`src/inc/ats_map.svh`:
```
// Purpose: Offsets, field positions and timing counts of the antenna tune supervisor.
// Assumes: 10 MHz system clock; 32-bit AXI4-Lite register words.
// Notes:   Times are kept in milliseconds; cycle counts are derived from them.
`ifndef ATS_MAP_SVH
`define ATS_MAP_SVH

`define ATS_CLK_KHZ         10000
`define ATS_TUNE_LIMIT_MS   10000
`define ATS_FILT_TIME_MS    50
`define ATS_FLASH_TIME_MS   250
`define ATS_TUNE_LIMIT_CYC  (`ATS_TUNE_LIMIT_MS * `ATS_CLK_KHZ)
`define ATS_FILT_CYC        (`ATS_FILT_TIME_MS * `ATS_CLK_KHZ)
`define ATS_FLASH_CYC       (`ATS_FLASH_TIME_MS * `ATS_CLK_KHZ)

`define ATS_OFS_CTRL        8'h00
`define ATS_OFS_STATUS      8'h04
`define ATS_OFS_PINS        8'h08

`define ATS_CTRL_TUNE       0
`define ATS_ST_STATE_LO     0
`define ATS_ST_TUNE_HOLD    4
`define ATS_ST_READY        5
`define ATS_ST_FAULT        6
`define ATS_ST_FLASH        7
`define ATS_ST_RETUNE       8
`define ATS_ST_PAD          9
`define ATS_ST_SEARCH       10
`define ATS_ST_MAG_OK       11
`define ATS_ST_PHASE_OK     12
`define ATS_ST_VSWR_QUAL    13

`define ATS_PIN_TUNE        0
`define ATS_PIN_BUTTON      1
`define ATS_PIN_RF_N        2
`define ATS_PIN_VSWR        3
`define ATS_PIN_KEYED       4
`define ATS_PIN_MAG_OVER_N  5
`define ATS_PIN_MAG_UNDER_N 6
`define ATS_PIN_PH_POS_N    7
`define ATS_PIN_PH_NEG_N    8
`define ATS_PIN_MEM_LOST    9
`define ATS_NUM_PINS        10

`define ATS_RESP_OKAY       2'h0
`define ATS_RESP_SLVERR     2'h2

`endif

```
`src/inc/ats_pkg.sv`:
```
// Purpose: Types shared by the antenna tune supervisor modules.
// Assumes: Nothing beyond the map header.
// Notes:   States carry no explicit codes; they take 0, 1 and 2 in the order listed.
package ats_pkg;
	typedef enum logic [1:0] {
		ATS_FAULT,
		ATS_TUNE,
		ATS_READY
	} ats_mode_t;
endpackage

```
`src/inc/ats_filt_if.sv`:
```
// Purpose: Carries a raw mismatch level to the persistence filter and its verdict back.
// Assumes: Both ends run on the system clock.
// Notes:   The raw level is already synchronised before it enters here.
`timescale 1ns/100ps
interface ats_filt_if;
	logic raw;
	logic hit;
	modport user (output raw, input hit);
	modport filt (input raw, output hit);
endinterface

```
`src/hdl/ats_top.sv`:
```
// Purpose: Tune supervisor of an automatic antenna coupler with an AXI4-Lite register port.
// Assumes: 10 MHz clk_sys; all pin inputs are asynchronous and are synchronised here.
// Notes:   Element search itself lives outside; search_en tells it when it may step.
//
// The placing of the registers and register access over AXI4-Lite are this design's own decisions.
`timescale 1ns/100ps
`include "ats_map.svh"

// Behaviour
// - Low over flag alone means magnitude high.
// - Low under flag alone means magnitude low.
// - Both magnitude flags high means in window.
// - Tuning steps only while RF present low.
// - VSWR flag marks ratio worse than limit.
// - Tune hold asserted through whole tune cycle.
// - Tune hold drops when the cycle ends.
// - Both windows good: READY, tune hold released.
// - Persistent mismatch after good tune starts retune.
// - Untunable load lights FAULT, breaks keyline.
// - FAULT on always selects bypass.
// - New tune request clears a temporary fault.
// - Short mismatch transients are ignored.
// - FAULT lit right after power-up.
// - Power-up fault cleared only by tuning.
// - Lost memory flashes FAULT until retuned.
// - Reset brings controller to defined state.
// - Both phase flags high means in window.
// - Pad in while keyed and VSWR bad, unless FAULT is on.
// - No good tune in time: stop, FAULT.
module ats_top
	import ats_pkg::*;
#(
	parameter int unsigned TUNE_LIMIT_CYC = `ATS_TUNE_LIMIT_CYC,
	parameter int unsigned FILT_CYC       = `ATS_FILT_CYC,
	parameter int unsigned FLASH_CYC      = `ATS_FLASH_CYC
) (
	input  wire logic        clk_sys,            // System clock, 10 MHz.
	input  wire logic        sys_rst,            // Synchronous reset, active high.
	input  wire logic        tune_cmd,           // Tune pulse from transceiver, active high.
	input  wire logic        tune_button,        // Panel tune pushbutton, active high.
	input  wire logic        rf_present_n,       // Low while input RF power exists.
	input  wire logic        vswr_bad,           // High while VSWR worse than limit.
	input  wire logic        tx_keyed,           // High while transmitter is keyed.
	input  wire logic        over_magnitude_flag_n,  // Low when magnitude above window.
	input  wire logic        under_magnitude_flag_n, // Low when magnitude below window.
	input  wire logic        phase_pos_flag_n,   // Low when phase above window.
	input  wire logic        phase_neg_flag_n,   // Low when phase below window.
	input  wire logic        memory_lost,        // High when stored tunes are lost.
	output logic             tune_hold,          // Holds tune relay energised.
	output logic             ready_lamp,         // Green READY lamp.
	output logic             fault_lamp,         // Red FAULT lamp, steady or flashing.
	output logic             keyline_break,      // Interrupts transceiver keyline.
	output logic             bypass,             // Straight input-to-antenna path.
	output logic             pad_in,             // Protective attenuator switched in.
	output logic             search_en,          // Element search may step.
	output logic             retune,             // Cycle is a retune; skip stored tunes.
	input  wire logic [7:0]  s_axi_awaddr,       // Write address.
	input  wire logic        s_axi_awvalid,      // Write address valid.
	output logic             s_axi_awready,      // Write address ready.
	input  wire logic [31:0] s_axi_wdata,        // Write data.
	input  wire logic [3:0]  s_axi_wstrb,        // Write byte strobes.
	input  wire logic        s_axi_wvalid,       // Write data valid.
	output logic             s_axi_wready,       // Write data ready.
	output logic [1:0]       s_axi_bresp,        // Write response.
	output logic             s_axi_bvalid,       // Write response valid.
	input  wire logic        s_axi_bready,       // Write response ready.
	input  wire logic [7:0]  s_axi_araddr,       // Read address.
	input  wire logic        s_axi_arvalid,      // Read address valid.
	output logic             s_axi_arready,      // Read address ready.
	output logic [31:0]      s_axi_rdata,        // Read data.
	output logic [1:0]       s_axi_rresp,        // Read response.
	output logic             s_axi_rvalid,       // Read data valid.
	input  wire logic        s_axi_rready        // Read data ready.
);
	localparam int TW = $clog2(TUNE_LIMIT_CYC + 1);
	localparam int DW = $clog2(FLASH_CYC + 1);
	localparam int NP = `ATS_NUM_PINS;

	if (TUNE_LIMIT_CYC < 2 || FLASH_CYC < 2) begin : g_bad_par
		$error("ats_top: TUNE_LIMIT_CYC and FLASH_CYC must be at least 2");
	end

	typedef struct packed {
		logic [NP-1:0] s1;
		logic [NP-1:0] s2;
		logic          prev_tune;
		logic          prev_btn;
		logic [1:0]    init_cnt;
		ats_mode_t     st;
		logic [TW-1:0] timer;
		logic          flash;
		logic [DW-1:0] div;
		logic          blink;
		logic          tune_hold;
		logic          ready;
		logic          fault_lamp;
		logic          fault;
		logic          pad;
		logic          search;
		logic          retune;
		logic          ctrl_req;
		logic          aw_got;
		logic          w_got;
		logic [7:0]    waddr;
		logic [31:0]   wdata;
		logic [3:0]    wstrb;
		logic          awready;
		logic          wready;
		logic          bvalid;
		logic [1:0]    bresp;
		logic          arready;
		logic          rvalid;
		logic [31:0]   rdata;
		logic [1:0]    rresp;
	} ats_top_t;

	ats_top_t r;
	ats_top_t next_r;

	ats_filt_if vswr_f ();

	ats_persist #(
		.CYC (FILT_CYC)
	) u_vswr_persist (
		.clk_sys (clk_sys),
		.sys_rst (sys_rst),
		.fio     (vswr_f)
	);

	// A pair of active-low flags is in window only while both stand high.
	function automatic logic in_window(input logic hi_n, input logic lo_n);
		return hi_n & lo_n;
	endfunction

	function automatic logic reg_mapped(input logic [7:0] addr);
		return addr == `ATS_OFS_CTRL || addr == `ATS_OFS_STATUS || addr == `ATS_OFS_PINS;
	endfunction

	logic [NP-1:0] pins;
	logic          tune_rise;
	logic          btn_rise;
	logic          tune_req;
	logic          rf_on;
	logic          mag_ok;
	logic          phase_ok;
	logic          accept;
	logic          init_done;

	assign pins = {memory_lost, phase_neg_flag_n, phase_pos_flag_n, under_magnitude_flag_n,
	               over_magnitude_flag_n, tx_keyed, vswr_bad, rf_present_n, tune_button, tune_cmd};

	assign tune_rise = r.s2[`ATS_PIN_TUNE] & ~r.prev_tune;
	assign btn_rise  = r.s2[`ATS_PIN_BUTTON] & ~r.prev_btn;
	assign init_done = r.init_cnt == 2'h3;
	assign tune_req  = init_done & (tune_rise | btn_rise | r.ctrl_req);
	assign rf_on     = ~r.s2[`ATS_PIN_RF_N];
	// The illegal both-low code counts as out of window, so it can never pass as a good tune.
	assign mag_ok    = in_window(r.s2[`ATS_PIN_MAG_OVER_N], r.s2[`ATS_PIN_MAG_UNDER_N]);
	assign phase_ok  = in_window(r.s2[`ATS_PIN_PH_POS_N], r.s2[`ATS_PIN_PH_NEG_N]);
	assign accept    = mag_ok & phase_ok & rf_on;

	// Only mismatch after a good tune is watched; the filter swallows whip transients.
	assign vswr_f.raw = (r.st == ATS_READY) & r.s2[`ATS_PIN_VSWR];

	always_comb begin
		next_r = r;
		next_r.s1 = pins;
		next_r.s2 = r.s1;
		next_r.prev_tune = r.s2[`ATS_PIN_TUNE];
		next_r.prev_btn = r.s2[`ATS_PIN_BUTTON];
		next_r.ctrl_req = 1'b0;
		if (!init_done) begin
			next_r.init_cnt = r.init_cnt + 2'h1;
		end
		// The memory-lost strap is caught once its synchroniser has filled.
		if (r.init_cnt == 2'h2) begin
			next_r.flash = r.s2[`ATS_PIN_MEM_LOST];
		end

		unique case (r.st)
			ATS_FAULT: begin
				if (tune_req) begin
					next_r.st = ATS_TUNE;
					next_r.timer = '0;
					next_r.retune = 1'b0;
				end
			end
			ATS_TUNE: begin
				if (tune_req) begin
					next_r.timer = '0;
				end else if (accept) begin
					next_r.st = ATS_READY;
					next_r.flash = 1'b0;
				end else if (r.timer == TW'(TUNE_LIMIT_CYC - 1)) begin
					next_r.st = ATS_FAULT;
				end else begin
					next_r.timer = r.timer + TW'(1);
				end
			end
			ATS_READY: begin
				if (vswr_f.hit) begin
					next_r.st = ATS_TUNE;
					next_r.timer = '0;
					next_r.retune = 1'b1;
				end else if (tune_req) begin
					next_r.st = ATS_TUNE;
					next_r.timer = '0;
					next_r.retune = 1'b0;
				end
			end
			default: begin
				next_r.st = ATS_FAULT;
			end
		endcase

		// The flash divider is a slow enable; the lamp toggles once per interval.
		if (r.div == DW'(FLASH_CYC - 1)) begin
			next_r.div = '0;
			next_r.blink = ~r.blink;
		end else begin
			next_r.div = r.div + DW'(1);
		end

		next_r.tune_hold = next_r.st == ATS_TUNE;
		next_r.ready = next_r.st == ATS_READY;
		next_r.fault = next_r.st == ATS_FAULT;
		next_r.fault_lamp = next_r.fault & (~next_r.flash | next_r.blink);
		next_r.search = (next_r.st == ATS_TUNE) & ~r.s2[`ATS_PIN_RF_N] & ~accept;
		next_r.pad = r.s2[`ATS_PIN_KEYED] & r.s2[`ATS_PIN_VSWR] & ~next_r.fault;

		// Write channel: address and data are taken in either order, answered once both are in.
		if (r.awready && s_axi_awvalid) begin
			next_r.aw_got = 1'b1;
			next_r.waddr = s_axi_awaddr;
		end
		if (r.wready && s_axi_wvalid) begin
			next_r.w_got = 1'b1;
			next_r.wdata = s_axi_wdata;
			next_r.wstrb = s_axi_wstrb;
		end
		if (r.bvalid && s_axi_bready) begin
			next_r.bvalid = 1'b0;
		end
		if (r.aw_got && r.w_got && !r.bvalid) begin
			next_r.aw_got = 1'b0;
			next_r.w_got = 1'b0;
			next_r.bvalid = 1'b1;
			next_r.bresp = reg_mapped(r.waddr) ? `ATS_RESP_OKAY : `ATS_RESP_SLVERR;
			if (r.waddr == `ATS_OFS_CTRL && r.wstrb[0]) begin
				next_r.ctrl_req = r.wdata[`ATS_CTRL_TUNE];
			end
		end
		next_r.awready = ~next_r.aw_got & ~next_r.bvalid;
		next_r.wready = ~next_r.w_got & ~next_r.bvalid;

		if (r.rvalid && s_axi_rready) begin
			next_r.rvalid = 1'b0;
		end
		if (r.arready && s_axi_arvalid) begin
			next_r.rvalid = 1'b1;
			next_r.rresp = reg_mapped(s_axi_araddr) ? `ATS_RESP_OKAY : `ATS_RESP_SLVERR;
			next_r.rdata = '0;
			if (s_axi_araddr == `ATS_OFS_STATUS) begin
				next_r.rdata[`ATS_ST_STATE_LO +: 2] = r.st;
				next_r.rdata[`ATS_ST_TUNE_HOLD] = r.tune_hold;
				next_r.rdata[`ATS_ST_READY] = r.ready;
				next_r.rdata[`ATS_ST_FAULT] = r.fault;
				next_r.rdata[`ATS_ST_FLASH] = r.flash;
				next_r.rdata[`ATS_ST_RETUNE] = r.retune;
				next_r.rdata[`ATS_ST_PAD] = r.pad;
				next_r.rdata[`ATS_ST_SEARCH] = r.search;
				next_r.rdata[`ATS_ST_MAG_OK] = mag_ok;
				next_r.rdata[`ATS_ST_PHASE_OK] = phase_ok;
				next_r.rdata[`ATS_ST_VSWR_QUAL] = vswr_f.hit;
			end else if (s_axi_araddr == `ATS_OFS_PINS) begin
				next_r.rdata[NP-1:0] = r.s2;
			end
		end
		next_r.arready = ~next_r.rvalid;
	end

	always_ff @(posedge clk_sys) begin
		if (sys_rst) begin
			r <= '0;
			r.st <= ATS_FAULT;
			r.fault <= 1'b1;
			r.fault_lamp <= 1'b1;
		end else begin
			r <= next_r;
		end
	end

	assign tune_hold     = r.tune_hold;
	assign ready_lamp    = r.ready;
	assign fault_lamp    = r.fault_lamp;
	assign keyline_break = r.fault;
	assign bypass        = r.fault;
	assign pad_in        = r.pad;
	assign search_en     = r.search;
	assign retune        = r.retune;
	assign s_axi_awready = r.awready;
	assign s_axi_wready  = r.wready;
	assign s_axi_bvalid  = r.bvalid;
	assign s_axi_bresp   = r.bresp;
	assign s_axi_arready = r.arready;
	assign s_axi_rvalid  = r.rvalid;
	assign s_axi_rdata   = r.rdata;
	assign s_axi_rresp   = r.rresp;

	property p_hold_start;
		@(posedge clk_sys) disable iff (sys_rst) tune_req && r.st == ATS_FAULT |=> tune_hold && !bypass;
	endproperty
	a_hold_start: assert property (p_hold_start) else $error("tune request did not latch the relay");

	property p_hold_end;
		@(posedge clk_sys) disable iff (sys_rst) $fell(tune_hold) |-> ready_lamp ^ keyline_break;
	endproperty
	a_hold_end: assert property (p_hold_end) else $error("tune hold dropped without an outcome");

	property p_ready_cause;
		@(posedge clk_sys) disable iff (sys_rst) $rose(ready_lamp) |-> $past(mag_ok) && $past(phase_ok) && !pad_in;
	endproperty
	a_ready_cause: assert property (p_ready_cause) else $error("READY lit without both windows");

	property p_fault_bypass;
		@(posedge clk_sys) disable iff (sys_rst) keyline_break |-> bypass && !ready_lamp && !tune_hold;
	endproperty
	a_fault_bypass: assert property (p_fault_bypass) else $error("fault without bypass");

	property p_power_fault;
		@(posedge clk_sys) $fell(sys_rst) |-> keyline_break && fault_lamp && !tune_hold;
	endproperty
	a_power_fault: assert property (p_power_fault) else $error("fault not shown after reset");

	property p_fault_clear;
		@(posedge clk_sys) disable iff (sys_rst) $fell(keyline_break) |-> tune_hold && $past(tune_req);
	endproperty
	a_fault_clear: assert property (p_fault_clear) else $error("fault cleared without a tune");

	property p_rf_gate;
		@(posedge clk_sys) disable iff (sys_rst) r.s2[`ATS_PIN_RF_N] |=> !search_en;
	endproperty
	a_rf_gate: assert property (p_rf_gate) else $error("search stepped without RF");

	property p_pad;
		@(posedge clk_sys) disable iff (sys_rst)
			r.s2[`ATS_PIN_KEYED] && r.s2[`ATS_PIN_VSWR] && !next_r.fault |=> pad_in;
	endproperty
	a_pad: assert property (p_pad) else $error("pad not switched in");

	property p_timeout;
		@(posedge clk_sys) disable iff (sys_rst)
			r.st == ATS_TUNE && r.timer == TW'(TUNE_LIMIT_CYC - 1) && !tune_req && !accept |=> keyline_break;
	endproperty
	a_timeout: assert property (p_timeout) else $error("tune limit passed without fault");

	property p_retune;
		@(posedge clk_sys) disable iff (sys_rst) ready_lamp && vswr_f.hit |=> tune_hold && retune;
	endproperty
	a_retune: assert property (p_retune) else $error("mismatch after good tune not retuned");

	property p_one_pulse;
		@(posedge clk_sys) disable iff (sys_rst) tune_rise |=> !tune_rise;
	endproperty
	a_one_pulse: assert property (p_one_pulse) else $error("one tune pulse gave two starts");
endmodule

```
`src/hdl/ats_persist.sv`:
```
// Purpose: Passes a level only after it has stood for a full interval of clock cycles.
// Assumes: Input is synchronous to clk_sys.
// Notes:   Any drop of the input restarts the interval.
`timescale 1ns/100ps
module ats_persist
	import ats_pkg::*;
#(
	parameter int unsigned CYC = 500000
) (
	input  wire logic  clk_sys, // System clock.
	input  wire logic  sys_rst, // Synchronous reset, active high.
	ats_filt_if.filt   fio      // Raw level in, qualified level out.
);
	localparam int CW = $clog2(CYC + 1);

	if (CYC < 2) begin : g_bad_cyc
		$error("ats_persist: CYC must be at least 2");
	end

	typedef struct packed {
		logic [CW-1:0] cnt;
		logic          hit;
	} ats_persist_t;

	ats_persist_t r;
	ats_persist_t next_r;

	always_comb begin
		next_r = r;
		if (!fio.raw) begin
			next_r.cnt = '0;
			next_r.hit = 1'b0;
		end else if (r.cnt == CW'(CYC - 1)) begin
			next_r.hit = 1'b1;
		end else begin
			next_r.cnt = r.cnt + CW'(1);
		end
	end

	always_ff @(posedge clk_sys) begin
		if (sys_rst) begin
			r <= '0;
		end else begin
			r <= next_r;
		end
	end

	assign fio.hit = r.hit;

	property p_persist_drop;
		@(posedge clk_sys) disable iff (sys_rst) !fio.raw |=> !fio.hit;
	endproperty
	a_persist_drop: assert property (p_persist_drop) else $error("qualified level outlived its input");

	property p_persist_rise;
		@(posedge clk_sys) disable iff (sys_rst) $rose(fio.hit) |-> $past(fio.raw) && r.cnt == CW'(CYC - 1);
	endproperty
	a_persist_rise: assert property (p_persist_rise) else $error("level qualified before full interval");
endmodule

```
`config.mk`:
```
export PLATFORM = sky130hd
export DESIGN_NAME = ats_top
export DESIGN_NICKNAME = d
export VERILOG_FILES = /design/src/inc/ats_pkg.sv /design/src/inc/ats_filt_if.sv /design/src/hdl/ats_top.sv /design/src/hdl/ats_persist.sv
export VERILOG_INCLUDE_DIRS = /design/src /design/src/inc
export SDC_FILE = /design/constraint.sdc
export NUM_CORES = 1
export LEC_CHECK = 0
export BUFFER_PORTS_ARGS = -buffer_cell sky130_fd_sc_hd__buf_2
export CAP_MARGIN = 20
export CORE_MARGIN = 1.5
export CORE_UTILIZATION = 33
export CTS_CLUSTER_DIAMETER = 60
export DETAILED_ROUTE_END_ITERATION = 8
export PLACE_DENSITY = 0.52
export RECOVER_POWER = 50
export SLEW_MARGIN = 20
export SYNTH_ARGS = -nofsm -noshare
export SYNTH_HDL_FRONTEND = slang
export SYNTH_SLANG_ARGS = --single-unit
```
`constraint.sdc`:
```
create_clock -name clk_sys -period 2.8 [get_ports clk_sys]
set_input_delay 0.14 -clock clk_sys [delete_from_list [all_inputs] [get_ports clk_sys]]
set_output_delay 0.14 -clock clk_sys [all_outputs]
set_load 0.02 [all_outputs]
```
==> results.sh <==
export IMPL_cts_made_buffers=17
export IMPL_dp_hpwl_mm=9.95
export IMPL_fp_dieH_um=140
export IMPL_hp_start="s_axi_wvalid"
export IMPL_clk_path_buf_depth=2
export IMPL_drt_wl_total_mm=14.4
export IMPL_p_leak_nw=2.57
export IMPL_syn_cell_area_um2=6170
export IMPL_dpl_cell_count=979
export IMPL_dpl_cell_area_um2=6540
export IMPL_wl_per_cell_um=13.9
export IMPL_startpoint_type="register"
export IMPL_root_buffer="clkbuf_16"
export IMPL_critPathCaptureType="register"
export IMPL_rsz0062_at_grt="false"
export IMPL_timing_fmax_mhz=429
export IMPL_ys_warn_count=0
export IMPL_ys_seq_elements=138
export IMPL_setup_tns_ns=0
export IMPL_synthCells=720
export IMPL_power_mw=4.50
export IMPL_htreeDepth=4
export IMPL_r2r_end="r[134]$_SDFFE_PP0P_"
export IMPL_drc=4
export IMPL_grt_pass1_wl_mm=24.6
export IMPL_yosysMostFrequentCell="dfxtp_1"
export IMPL_viasPerCell=5.02
export IMPL_slew_violations=0
export IMPL_n_antenna_cell=0
export IMPL_synth_cell_type_count=59
export IMPL_core_um2=18100
export IMPL_syn_avg_cell_area_um2=8.58
export IMPL_worst_pin_slew_ns=0.935
export IMPL_initial_core_util_pct=34.0
export IMPL_min_path_cells=3
export IMPL_violations="design-rule violations"
export IMPL_yosys_area_top_type_share_pct=44.7
export IMPL_gr_usage_all_layers_pct=15.4
export IMPL_synth_async_reset_ratio_pct=0
export IMPL_clkTransAtPathRegs_ns=0.06
export IMPL_cts_sinks=138
export IMPL_vdd_ir_drop_max_uv=428
export IMPL_cellPowerDensity_nw_per_um2=618
export IMPL_rows=49
export IMPL_worstPathRequired_ns=3.09
export IMPL_finalHoldViolations=0
export IMPL_whs_endpoint="r[45]$_SDFFE_PP0P_"
export IMPL_vias=5171
export IMPL_initialDrtViolationCount=315
export IMPL_synth_top_cells_by_area="dfxtp_1 (45%), nor2_1 (5.7%), buf_4 (4.5%)"
export IMPL_setup_viol=0
export IMPL_maxSlewHeadroom_pct=37.6
export IMPL_ant_nets=0
export IMPL_place_congestion=0.803
export IMPL_grt_max_degree=85
export IMPL_min_period_ns=2.33
export IMPL_grt_pass1_vias=4869
export IMPL_worstSetupPathType="register to register"
export IMPL_skew_ns=0.00601
export IMPL_synth_edf_count=0
export IMPL_crit_arrival_ns=2.62
export IMPL_drive_above_1_share_pct=11.7
export IMPL_rrSetupSlack_ns=0.47
export IMPL_cts_resized=0
export IMPL_dr_pass1_iters=8
export IMPL_worst_path_max_fanout=8
export IMPL_pin_count=118
export IMPL_synth_flop_cell="dfxtp_1"
export IMPL_seq_area_frac_synth_pct=44.7
export IMPL_finalCritPeriodShare_pct=83.3
export IMPL_area_growth_pct=17.9
export IMPL_postCtsSetupBuffers=0
export IMPL_nNetsFinal=867
export IMPL_r2r_start="next_r[150]$_SDFF_PP0_"
export IMPL_rr_worst_depth=5
export IMPL_hold_buffers=20
export IMPL_status="finished with violations"
export IMPL_clock_latency_ns=0.42
export IMPL_synth_top_area_cell="dfxtp_1"
export IMPL_hold_class="input pin to register"
export IMPL_tritoncts="done"
export IMPL_maxCapViolations=0
export IMPL_grt_overflow=0
export IMPL_dieArea_um2=19500
export IMPL_synth_common_cells="dfxtp_1 (138), nor2_1 (93), nand2_1 (70)"
export IMPL_die_x_um=140
export IMPL_antenna_found_initial=0
export IMPL_io_buffers=63
export IMPL_layout_cells_non_filler=1030
export IMPL_stdcell_area_um2=7280
[metal layers]
layer	share of wire (%)	wire (um)	global-route usage, %
met3	3.5	501	3.06
met2	44	6380	22.4
met1	51	7300	22.2
met4	1.2	176	5.98
met5	0	0	0
[worst max-delay path, cell delays in order, from the launching register on]
cell and delay, ns:
dfxtp_1 0.33, nor2b_1 0.15, o31ai_1 0.53, and2_0 0.54
a211oi_1 0.23, a2111oi_0 0.42
[worst max path at each step]
stage,from,to,slack [ns]
floorplan,r[129]$_SDFFE_PP0P_,r[130]$_SDFFE_PP0P_,0.82
global placement,r[146]$_SDFF_PP0_,r[124]$_SDFFE_PP0P_,0.42
detailed placement,r[146]$_SDFF_PP0_,r[133]$_SDFFE_PP0P_,0.36
CTS,r[146]$_SDFF_PP0_,r[133]$_SDFFE_PP0P_,0.34
global route,next_r[150]$_SDFF_PP0_,r[138]$_SDFFE_PP0P_,0.19
finish,next_r[150]$_SDFF_PP0_,r[134]$_SDFFE_PP0P_,0.47
[cells by family after synthesis]
group	after synthesis	synth area share (%)
muxes	4	0.648
xor gates and xnor gates	33	4.68
DFF	138	44.7
other	1	0.0607
AOI/OAI and AO/OA	135	14.5
buffers and inverters	78	7.50
and+or+nand+nor	322	26.0
adders and majority gates	9	1.82
[state kept, by name, indices dropped and copies added, names as in the netlist, 12 cells and up]
signal,flops
next_r,12
r,78
s_axi_rdata,14
u_vswr_persist.r,19
[final cells by class]
type | count | area [um2]
Multi-Input combinational cell | 523 | 3020
Fill cell | 1875 | 10900
Clock buffer | 20 | 447
Clock inverter | 11 | 123
Inverter | 14 | 52.6
Sequential cell | 138 | 2760
Timing Repair Buffer | 95 | 582
Tap cell | 229 | 287
[per-stage QoR]
stage               util (%)  worst slack, ns  hold WS [ns]
finish                  40.1            0.468        0.0232
global route            40.1            0.190        0.0432
CTS                     40.3            0.336        0.0116
detailed placement      36.0            0.362         0.360
global placement        36.0            0.424         0.362
floorplan                  -            0.816         0.268
[where the power goes]
group	total [mW]	switching (mW)	internal, mW
combinational	0.277	0.171	0.106
clock	2.17	0.846	1.33
sequential	2.05	0.0331	2.02
total	4.50	1.05	3.45
[cell usage in the layout (no fill, tap or decap), types with 20 or more instances in the layout]
cell type,count
buf_2,34
xor2_1,23
clkbuf_1,31
dfxtp_1,138
conb_1,20
nand2_1,70
nor3_1,26
nor2_1,93
dlygate4sd3_1,20
a21oi_1,52
nand3_1,30
nor2b_1,29
Power figures use the tool's default switching activity.
